[config.mk]
export PLATFORM = sky130hd
export DESIGN_NAME = asc_sram_host
export DESIGN_NICKNAME = d
export VERILOG_FILES = /design/src/logic/asc_pkg.sv /design/src/logic/asc_tmr_if.sv /design/src/logic/asc_sram_host.sv /design/src/logic/asc_wait_timer.sv
export SDC_FILE = /design/constraint.sdc
export NUM_CORES = 1
export LEC_CHECK = 0
export BUFFER_PORTS_ARGS = -buffer_cell sky130_fd_sc_hd__buf_4
export CORE_MARGIN = 5
export CORE_UTILIZATION = 48
export CTS_CLUSTER_DIAMETER = 150
export DETAILED_ROUTE_END_ITERATION = 12
export PLACE_DENSITY = 0.88
export SLEW_MARGIN = 20
export SYNTH_ARGS = -nofsm -noshare
export SYNTH_HDL_FRONTEND = slang
export SYNTH_SLANG_ARGS = --single-unit
[constraint.sdc]
create_clock -name core_clk_in -period 2.4 [get_ports core_clk_in]
set_input_delay 0.24 -clock core_clk_in [delete_from_list [all_inputs] [get_ports core_clk_in]]
set_output_delay 0.24 -clock core_clk_in [all_outputs]
set_load 0.02 [all_outputs]
[src/logic/asc_pkg.sv]
// Notes on behaviour
// - write ends at first deasserting strobe
// - drive bus only after memory outputs off
// - every cycle at least cycle time long
// - write pulse and address-to-end minimums
// - chip selects held before write end
// - data setup before write end, hold zero
// - address steady from write start to end
// - address changes only while deselected
// - wait one cycle time after retention
package asc_pkg;

  // ==========================================================
  // geometry
  localparam int ADDR_W = 17;
  localparam int DATA_W = 8;
  localparam int CNT_W = 8;

  // ==========================================================
  // timing of the fastest grade, in ns
  localparam int CLK_PERIOD_NS = 100;
  localparam int T_RC_NS = 35;
  localparam int T_AA_NS = 35;
  localparam int T_OE_NS = 15;
  localparam int T_WP_NS = 10;
  localparam int T_AW_NS = 10;
  localparam int T_CW_NS = 12;
  localparam int T_DW_NS = 8;
  localparam int T_HZ_NS = 6;
  localparam int T_OW_NS = 1;

  // least time to whole cycles, never below one
  function automatic int ceil_cyc(input int ns);
    int c;
    c = (ns + CLK_PERIOD_NS - 1) / CLK_PERIOD_NS;
    return (c < 1) ? 1 : c;
  endfunction : ceil_cyc

  function automatic int max2(input int a, input int b);
    return (a > b) ? a : b;
  endfunction : max2

  // ==========================================================
  // cycle counts, loaded as count minus one
  localparam int RD_CYC = max2(max2(ceil_cyc(T_AA_NS), ceil_cyc(T_OE_NS)), ceil_cyc(T_RC_NS));
  localparam int WP_CYC = max2(max2(ceil_cyc(T_WP_NS), ceil_cyc(T_AW_NS)),
                               max2(ceil_cyc(T_CW_NS), ceil_cyc(T_DW_NS)));
  localparam int OFF_CYC = max2(ceil_cyc(T_HZ_NS), ceil_cyc(T_OW_NS));
  localparam int REC_CYC = ceil_cyc(T_RC_NS);
  localparam logic [CNT_W-1:0] RD_LOAD = CNT_W'(RD_CYC - 1);
  localparam logic [CNT_W-1:0] WP_LOAD = CNT_W'(WP_CYC - 1);
  localparam logic [CNT_W-1:0] OFF_LOAD = CNT_W'(OFF_CYC - 1);
  localparam logic [CNT_W-1:0] REC_LOAD = CNT_W'(REC_CYC - 1);
  localparam logic [CNT_W-1:0] ONE_LOAD = 8'h00;

  // ==========================================================
  // controller states, gray along each path up to the step back to idle
  typedef enum logic [2:0] {
    ST_IDLE    = 3'h0,
    ST_RD_ACC  = 3'h1,
    ST_RD_OFF  = 3'h3,
    ST_WR_SET  = 3'h2,
    ST_WR_PUL  = 3'h6,
    ST_WR_END  = 3'h7,
    ST_RETAIN  = 3'h4,
    ST_RECOVER = 3'h5
  } asc_state_e;

endpackage : asc_pkg

[src/logic/asc_tmr_if.sv]
`timescale 1ns/1ps
// ==========================================================
// wait timer carrier between controller and timer
interface asc_tmr_if #(parameter int CNT_W = 8);
  logic load;
  logic [CNT_W-1:0] load_val;
  logic done;
  modport ctl (output load, output load_val, input done);
  modport tmr (input load, input load_val, output done);
endinterface : asc_tmr_if

[src/logic/asc_sram_host.sv]
`timescale 1ns/1ps
// ==========================================================
// host controller for a 128K x 8 asynchronous static memory
module asc_sram_host #(
  parameter int ADDR_W = asc_pkg::ADDR_W,
  parameter int DATA_W = asc_pkg::DATA_W
) (
  input wire logic core_clk_in,
  input wire logic sys_rst_in,
  // user request side
  input wire logic req_valid_in,
  input wire logic req_write_in,
  input wire logic [ADDR_W-1:0] req_addr_in,
  input wire logic [DATA_W-1:0] req_wdata_in,
  output logic req_ready_out,
  output logic rd_valid_out,
  output logic [DATA_W-1:0] rd_data_out,
  output logic wr_done_out,
  // low-power retention request
  input wire logic retention_in,
  // memory pins
  output logic [ADDR_W-1:0] word_address_out,
  output logic chip_select_low_active_n_out,
  output logic chip_select_high_active_out,
  output logic write_strobe_n_out,
  output logic output_gate_n_out,
  input wire logic [DATA_W-1:0] data_bus_in,
  output logic [DATA_W-1:0] data_bus_out,
  output logic data_bus_oe_out
);

  // ==========================================================
  // state and pin registers
  asc_pkg::asc_state_e state_r;
  asc_pkg::asc_state_e state_nxt;
  logic [ADDR_W-1:0] addr_r;
  logic [ADDR_W-1:0] addr_nxt;
  logic [DATA_W-1:0] wdata_r;
  logic [DATA_W-1:0] wdata_nxt;
  logic [DATA_W-1:0] rdata_r;
  logic [DATA_W-1:0] rdata_nxt;
  logic rd_valid_r;
  logic rd_valid_nxt;
  logic wr_done_r;
  logic wr_done_nxt;
  logic sel_r;
  logic sel_nxt;
  logic we_n_r;
  logic we_n_nxt;
  logic og_n_r;
  logic og_n_nxt;
  logic drv_r;
  logic drv_nxt;

  // ==========================================================
  // wait timer
  asc_tmr_if #(.CNT_W(asc_pkg::CNT_W)) tif ();

  asc_wait_timer #(
    .CNT_W(asc_pkg::CNT_W)
  ) asc_wait_timer_i (
    .core_clk_in(core_clk_in),
    .sys_rst_in(sys_rst_in),
    .tif(tif)
  );

  // ==========================================================
  // request decode
  wire in_idle = (state_r == asc_pkg::ST_IDLE);
  wire can_take = in_idle && !retention_in;
  wire take = can_take && req_valid_in;
  wire take_rd = take && !req_write_in;
  wire take_wr = take && req_write_in;
  wire wait_done = tif.done;

  assign req_ready_out = can_take;

  // ==========================================================
  // next state
  always_comb begin
    state_nxt = state_r;
    case (state_r)
      asc_pkg::ST_IDLE: begin
        if (retention_in) begin
          state_nxt = asc_pkg::ST_RETAIN;
        end else if (take_rd) begin
          state_nxt = asc_pkg::ST_RD_ACC;
        end else if (take_wr) begin
          state_nxt = asc_pkg::ST_WR_SET;
        end
      end
      // hold select and gate for access and cycle time
      asc_pkg::ST_RD_ACC: begin
        if (wait_done) begin
          state_nxt = asc_pkg::ST_RD_OFF;
        end
      end
      // let memory outputs float before anything else
      asc_pkg::ST_RD_OFF: begin
        if (wait_done) begin
          state_nxt = asc_pkg::ST_IDLE;
        end
      end
      // address, selects and data set up, strobe high
      asc_pkg::ST_WR_SET: begin
        state_nxt = asc_pkg::ST_WR_PUL;
      end
      asc_pkg::ST_WR_PUL: begin
        if (wait_done) begin
          state_nxt = asc_pkg::ST_WR_END;
        end
      end
      // strobe released first, selects and data held one cycle
      asc_pkg::ST_WR_END: begin
        if (wait_done) begin
          state_nxt = asc_pkg::ST_IDLE;
        end
      end
      asc_pkg::ST_RETAIN: begin
        if (!retention_in) begin
          state_nxt = asc_pkg::ST_RECOVER;
        end
      end
      asc_pkg::ST_RECOVER: begin
        if (wait_done) begin
          state_nxt = asc_pkg::ST_IDLE;
        end
      end
      default: begin
        state_nxt = asc_pkg::ST_IDLE;
      end
    endcase
  end

  // ==========================================================
  // timer loading on each state entry
  assign tif.load = (state_nxt != state_r);
  assign tif.load_val =
    (state_nxt == asc_pkg::ST_RD_ACC)  ? asc_pkg::RD_LOAD :
    (state_nxt == asc_pkg::ST_RD_OFF)  ? asc_pkg::OFF_LOAD :
    (state_nxt == asc_pkg::ST_WR_PUL)  ? asc_pkg::WP_LOAD :
    (state_nxt == asc_pkg::ST_RECOVER) ? asc_pkg::REC_LOAD :
    asc_pkg::ONE_LOAD;

  // ==========================================================
  // pin levels for the coming state
  wire nxt_rd = (state_nxt == asc_pkg::ST_RD_ACC);
  wire nxt_wset = (state_nxt == asc_pkg::ST_WR_SET);
  wire nxt_wpul = (state_nxt == asc_pkg::ST_WR_PUL);
  wire nxt_wend = (state_nxt == asc_pkg::ST_WR_END);
  wire nxt_wr = nxt_wset || nxt_wpul || nxt_wend;

  // both selects move together, deselected outside a cycle
  assign sel_nxt = nxt_rd || nxt_wr;
  // gate low only for a read, never while writing
  assign og_n_nxt = !nxt_rd;
  // strobe low only inside the pulse, selects already up
  assign we_n_nxt = !nxt_wpul;
  // data driven only while the gate is high
  assign drv_nxt = nxt_wr;

  // ==========================================================
  // address and data capture
  // address loads only in idle, when both selects are off
  assign addr_nxt = take ? req_addr_in : addr_r;
  assign wdata_nxt = take_wr ? req_wdata_in : wdata_r;
  // sample the bus on the last access cycle, gate still low
  wire rd_sample = (state_r == asc_pkg::ST_RD_ACC) && wait_done;
  assign rdata_nxt = rd_sample ? data_bus_in : rdata_r;
  assign rd_valid_nxt = rd_sample;
  assign wr_done_nxt = (state_r == asc_pkg::ST_WR_END) && wait_done;

  // ==========================================================
  // state register
  always_ff @(posedge core_clk_in or posedge sys_rst_in) begin
    if (sys_rst_in) begin
      state_r <= asc_pkg::ST_IDLE;
    end else begin
      state_r <= state_nxt;
    end
  end

  // pin registers, safe deselected levels in reset
  always_ff @(posedge core_clk_in or posedge sys_rst_in) begin
    if (sys_rst_in) begin
      sel_r <= 1'b0;
      we_n_r <= 1'b1;
      og_n_r <= 1'b1;
      drv_r <= 1'b0;
    end else begin
      sel_r <= sel_nxt;
      we_n_r <= we_n_nxt;
      og_n_r <= og_n_nxt;
      drv_r <= drv_nxt;
    end
  end

  // address and data registers
  always_ff @(posedge core_clk_in or posedge sys_rst_in) begin
    if (sys_rst_in) begin
      addr_r <= '0;
      wdata_r <= '0;
      rdata_r <= '0;
    end else begin
      addr_r <= addr_nxt;
      wdata_r <= wdata_nxt;
      rdata_r <= rdata_nxt;
    end
  end

  // completion pulses
  always_ff @(posedge core_clk_in or posedge sys_rst_in) begin
    if (sys_rst_in) begin
      rd_valid_r <= 1'b0;
      wr_done_r <= 1'b0;
    end else begin
      rd_valid_r <= rd_valid_nxt;
      wr_done_r <= wr_done_nxt;
    end
  end

  // ==========================================================
  // outputs
  assign word_address_out = addr_r;
  assign chip_select_low_active_n_out = !sel_r;
  assign chip_select_high_active_out = sel_r;
  assign write_strobe_n_out = we_n_r;
  assign output_gate_n_out = og_n_r;
  assign data_bus_out = wdata_r;
  assign data_bus_oe_out = drv_r;
  assign rd_valid_out = rd_valid_r;
  assign rd_data_out = rdata_r;
  assign wr_done_out = wr_done_r;

endmodule : asc_sram_host

[src/logic/asc_wait_timer.sv]
`timescale 1ns/1ps
// ==========================================================
// down counter; done while the count is spent
module asc_wait_timer #(
  parameter int CNT_W = 8
) (
  input wire logic core_clk_in,
  input wire logic sys_rst_in,
  asc_tmr_if.tmr tif
);

  logic [CNT_W-1:0] cnt_r;
  logic [CNT_W-1:0] cnt_nxt;

  // reload on state entry, else count toward zero
  assign cnt_nxt = tif.load ? tif.load_val :
                   (cnt_r != '0) ? cnt_r - CNT_W'(1) : cnt_r;
  // done from the count alone: the load is decoded from the next state,
  // which itself waits on done, so gating with load would close a loop
  assign tif.done = (cnt_r == '0);

  // count register
  always_ff @(posedge core_clk_in or posedge sys_rst_in) begin
    if (sys_rst_in) begin
      cnt_r <= '0;
    end else begin
      cnt_r <= cnt_nxt;
    end
  end

endmodule : asc_wait_timer

Yosys cells after proc, flatten, opt, wreduce, memory -nomap -nowiden
Cells that the tools add are included.

Register bits after elaboration: 50. Logic and storage cells: 53.

$add $sub $neg: 1. Equality and inequality tests: 12. Mux-type cells: 10. Reductions and logical operators: 19.

Operators with widths (count): $mux W3 (7); $eq A3 B3 Y1 const B (6); $pmux W3 S6 (1); $mux W8 (2); $eq A3 B2 Y1 const B (3); $logic_not A8 Y1 (1); $reduce_bool A8 Y1 (1); $sub A8 B1 Y8 const B (1); $eq A3 B1 Y1 const B (2); $logic_and A1 B1 Y1 (6); $logic_not A1 Y1 (5); $logic_not A3 Y1 (1); $logic_or A1 B1 Y1 (3); $ne A3 B3 Y1 (1); $reduce_or A3 Y1 (1); $reduce_bool A2 Y1 (1).

Logic depth before layout (Yosys ltp)
Word-level depth: 12. Depth in mapped cells: 9. Depth with buffers taken out: 8.

By module
From an unflattened synthesis, not the netlist that was laid out.

Cells, all modules: 169. Area, all modules: 2187.1 sq um.

By module, submodules not included: asc_sram_host (instances 1, cells an instance 111, area an instance 1667.8 sq um, sequential area each 1053.5 sq um); asc_wait_timer (instances 1, cells an instance 58, area an instance 519.2 sq um, sequential area each 200.2 sq um).

Worst setup path before layout
OpenSTA, ideal clock, no wires.

Kind: flip-flop to flip-flop. Start: register state_r[1]. End: register addr_r[0], in the netlist word_address_out[0]. Library setup time: 125 ps. Data arrival time: 1935 ps. Slack: 340 ps. Stages on the path, launching flop included: 6. Buffers on the path: 2. Period minus slack after synthesis: 2060 ps. Path through: dfrtp_1 > clkbuf_1 > nor4_2 > nand2_1 > buf_2 > mux2_2.

Longest elaborated chain between the ends: 3.

Ends and longest elaborated chain: start: declaration (RTL line asc_sram_host.sv:34) `asc_pkg::asc_state_e state_r;`; start signal: assignment (RTL line asc_sram_host.sv:177) `state_r <= asc_pkg::ST_IDLE;`; start signal: assignment (RTL line asc_sram_host.sv:179) `state_r <= state_nxt;`; $logic_not A3 Y1 (RTL line asc_sram_host.sv:69) `wire in_idle = (state_r == asc_pkg::ST_IDLE);`; $logic_and A1 B1 Y1 (RTL line asc_sram_host.sv:70) `wire can_take = in_idle && !retention_in;`; net req_ready_out (RTL line asc_sram_host.sv:15) `output logic req_ready_out,`; $logic_and A1 B1 Y1 (RTL line asc_sram_host.sv:71) `wire take = can_take && req_valid_in;`; end signal: assignment (RTL line asc_sram_host.sv:205) `addr_r <= addr_nxt;`; end: declaration (RTL line asc_sram_host.sv:36) `logic [ADDR_W-1:0] addr_r;`.

The timed path passes the listed nets, and every way through them passes these cells. A chain may end at the register's enable or synchronous reset.

Final worst setup path
Start: register asc_wait_timer_i.cnt_r[0]. End: register sel_r, in the netlist chip_select_high_active_out.

Longest elaborated chain between the ends: 7. Elaborated cells on any way between the ends: 12.

Ends and longest elaborated chain: start: declaration (RTL line asc_wait_timer.sv:12) `logic [CNT_W-1:0] cnt_r;`; start signal: assignment (RTL line asc_wait_timer.sv:27) `cnt_r <= cnt_nxt;`; $logic_not A8 Y1 (*) (RTL line asc_wait_timer.sv:20) `assign tif.done = (cnt_r == '0);`; $mux W3, on equally long branches; $pmux W3 S6 (*) (RTL line asc_sram_host.sv:82) `case (state_r)`; $eq A3 B2 Y1 or $eq A3 B3 Y1 (tied branches) (RTL line asc_sram_host.sv:148, asc_sram_host.sv:149); $logic_or A1 B1 Y1 (2 in a row) (RTL line asc_sram_host.sv:151) `wire nxt_wr = nxt_wset || nxt_wpul || nxt_wend;`; $logic_or A1 B1 Y1 (*) (RTL line asc_sram_host.sv:154) `assign sel_nxt = nxt_rd || nxt_wr;`; net sel_nxt (RTL line asc_sram_host.sv:47) `logic sel_nxt;`; end signal: assignment (RTL line asc_sram_host.sv:191) `sel_r <= sel_nxt;`; end: declaration (RTL line asc_sram_host.sv:46) `logic sel_r;`.

Mark *: on every way through the listed nets, which the timed path passes. The rest lies on a longest branch.

==> metrics <==
Synth async-reset ratio 100%; drt first pass iters 4; global-route usage over all layers 18.0%; vias in the first global route 1585; Simple-Gate Fraction of Synth Area 11.2%; syn nets 196; Die Ht 75.7 µm; HP Class input port to flip-flop; crit path max fanout 10; Avg WL per Cell 16.0 µm; Cell Int Power 2.30 mW; combinational share of power 45.5%; Worst Max-Slew Pin Slew 0.706 ns; Clk Tree Root Cell clkbuf_8; initial antenna violation count 0; RSZ-0062 raised after global routing false; PortBufs 78; Num CTS Buffers 5; CP cell instances inv_1 -> ha_1 -> nor4b_4 -> nand3_1 -> or3_1 -> and3_4 -> xnor2_1; Final period util 91.1%; P_sw 1.35 mW; post-CTS sizing 0; ant diodes 0; Sequential Area 0.00125 mm²; Fmax 0.457 GHz; setup TNS 0 ns; Yosys Warn Count 0; CP endpoint kind flip-flop; critical path type flip-flop to flip-flop; cells after synthesis 156; filler cell count 306; CP arrival 2.38 ns; post-CTS setup buffers 0; Crit path required time 2.60 ns; via count 1485; Post-Layout Cell Count 291; post-DP HPWL 3.54 mm; Area Growth Syn to Fin 36.7%; io pins 79; Final Wtd Congestion 0.782; hold buffer count at CTS 1; dpl cells 282; startpoint type of the worst setup path flip-flop; pin count of the biggest net entering global routing 19; clk slew on worst S/H paths 0.09 ns; switching share of power 37.0%; CP max stage cell or3_1; worst vdd ir 0.684 mV; leakage 1.39 nW; die area 0.00573 mm²; ys flop type dfrtp_1; clock power share 16.1%; compound-gate portion of the synthesized area 3.02%; Die Width 75.7 µm; Final Hold Fails 0; EDFF count, synth 0; Final Max Slew Viols 0; synth unique cells 34; CTS tree done; synthesis-stage register bit count 50; sequential share of power 38.5%; P per Cell Area 1290 mW/mm²; Max Cap Viol 0; largest family of logic cells by synthesized area multiplexers; Critical path buffers and inverters 1; area of the multi-input gates 753 µm²; final setup vio count 0; share of post-route cells with drive strength above 1 52.7%; Clock Sinks 50; xor and xnor area share after synthesis 2.96%; delay-heaviest family, CP simple AND/OR/NAND/NOR gates; # DRC 0; core box area 0.00409 mm²; Max Clock Skew 0.00515 ns; sequential share of the synthesized area 60.5%; post-route ant nets 0; DR iter-0 viols 65; Starting Density 50.7%; Rows 23; WL final 4.67 mm; Syn Std Cell Area 0.00207 mm²; global-route wire length before repair 7.62 mm; post-synthesis mux area share 17.9%; later-pin clock latency in the skew report 0.30 ns; total grt overflow 0; Synth Area in Adders 1.21%; synthesized area per cell 13.3 µm²; outcome completed; H-Tree Depth 2; Largest stage delay, worst path 0.54 ns; fin nets 280; clock buffer depth 2; Vias/cell 5.10; Slew headroom 52.8%; min Tclk post-route 2.19 ns
-- power groups by stage --
stage	combinational [mW]	sequential, mW	clock [mW]
final	1.66	1.41	0.586
after global routing	1.80	1.46	0.632
after CTS	1.69	1.41	0.596
after detailed placement	1.67	1.42	0
after global placement	1.63	1.40	0
after floorplan	0.634	1.75	0
-- area by class of cell --
type | count | area share, %
clock inverter | 2 | 1.33
clock buffer | 6 | 2.56
inverter | 9 | 1.19
tap | 50 | 2.21
sequential | 50 | 44.3
timing repair buffer | 82 | 21.8
multi-input combinational | 92 | 26.6
-- state kept, by name, indices dropped and copies added, names as in the netlist --
register / cells
chip_select_high_active_out: 1
output_gate_n_out: 1
rd_valid_out: 1
asc_wait_timer_i.cnt_r: 8
word_address_out: 17
state_r: 3
write_strobe_n_out: 1
wr_done_out: 1
data_bus_oe_out: 1
data_bus_out: 8
rd_data_out: 8
-- cells in the final DEF, fill, tap and decap left out, types with 2 or more instances in the layout --
master / n
clkbuf_8: 5
buf_4: 81
nor3_1: 3
nor2_1: 14
a21oi_1: 2
nand2_1: 7
mux2_2: 33
xor2_1: 5
or4_1: 2
dfrtp_1: 48
ha_1: 2
nand3_1: 5
dfstp_2: 2
inv_1: 8
xnor2_1: 2
-- worst paths after layout --
| check | slack [ns] | endpoint | cells past startpoint | from |
|---|---|---|---|---|
| setup / recovery | 0.21 | chip_select_high_active_out | 7 | asc_wait_timer_i.cnt_r[0] |
| hold / removal | 0.16 | rd_data_out[0] | 2 | data_bus_in[0] |
| max in group asynchronous | 1.31 | write_strobe_n_out | 4 | sys_rst_in |
| setup reg to reg | 0.21 | chip_select_high_active_out | 7 | asc_wait_timer_i.cnt_r[0] |
| hold reg to reg | 0.51 | word_address_out[0] | 1 | word_address_out[0] |
| min in group asynchronous | 0.47 | data_bus_out[4] | 3 | sys_rst_in |
-- worst register-to-register path: stages, from the launching register on --
cell	delay (ns)
dfrtp_1	0.41
inv_1	0.09
ha_1	0.15
nor4b_4	0.31
nand3_1	0.17
or3_1	0.54
and3_4	0.28
xnor2_1	0.12
-- per-stage QoR --
step	setup WS (ns)	utilization [%]	area [µm²]	hold WS, ns	power, mW
finish	0.214	69.3	2830	0.158	3.65
CTS	0.221	69.3	2830	0.154	3.69
global route	0.0416	69.3	2830	0.154	3.89
detailed placement	0.252	66.4	2710	0.230	3.10
floorplan	0.340	-	2070	0.390	2.38
global placement	0.304	66.4	2710	0.229	3.02
-- metal layers --
| metal | GRT usage, % | up-vias | share of wire, % |
|---|---|---|---|
| met4 | 6.41 | 0 | 1.5 |
| met2 | 30.2 | 45 | 54 |
| met5 | 0 | - | 0 |
| met1 | 21.9 | 727 | 37 |
| met3 | 5.80 | 7 | 7.0 |
| li1 | - | 706 | - |
-- Yosys cell counts, types with 2 or more instances --
library cell	number	area, µm²
inv_1	9	33.8
mux2_2	33	372
nand2_1	7	26.3
ha_1	2	25.0
a21oi_1	2	10.0
nand3_1	5	25.0
buf_2	2	10.0
dfstp_2	2	52.6
dfrtp_1	48	1200
or4_1	2	15.0
xor2_1	5	43.8
nor2_1	14	52.6
nor3_1	3	15.0
xnor2_1	2	17.5
-- logic make-up after synthesis --
family	count (synthesis)
AO/OA/AOI/OAI	9
XOR/XNOR	7
adder cells (fa/ha/maj)	2
buffers and inverters	14
flip-flops	50
multiplexers	33
AND/OR/NAND/NOR	41
No activity file was read; power rests on OpenSTA's default activity.
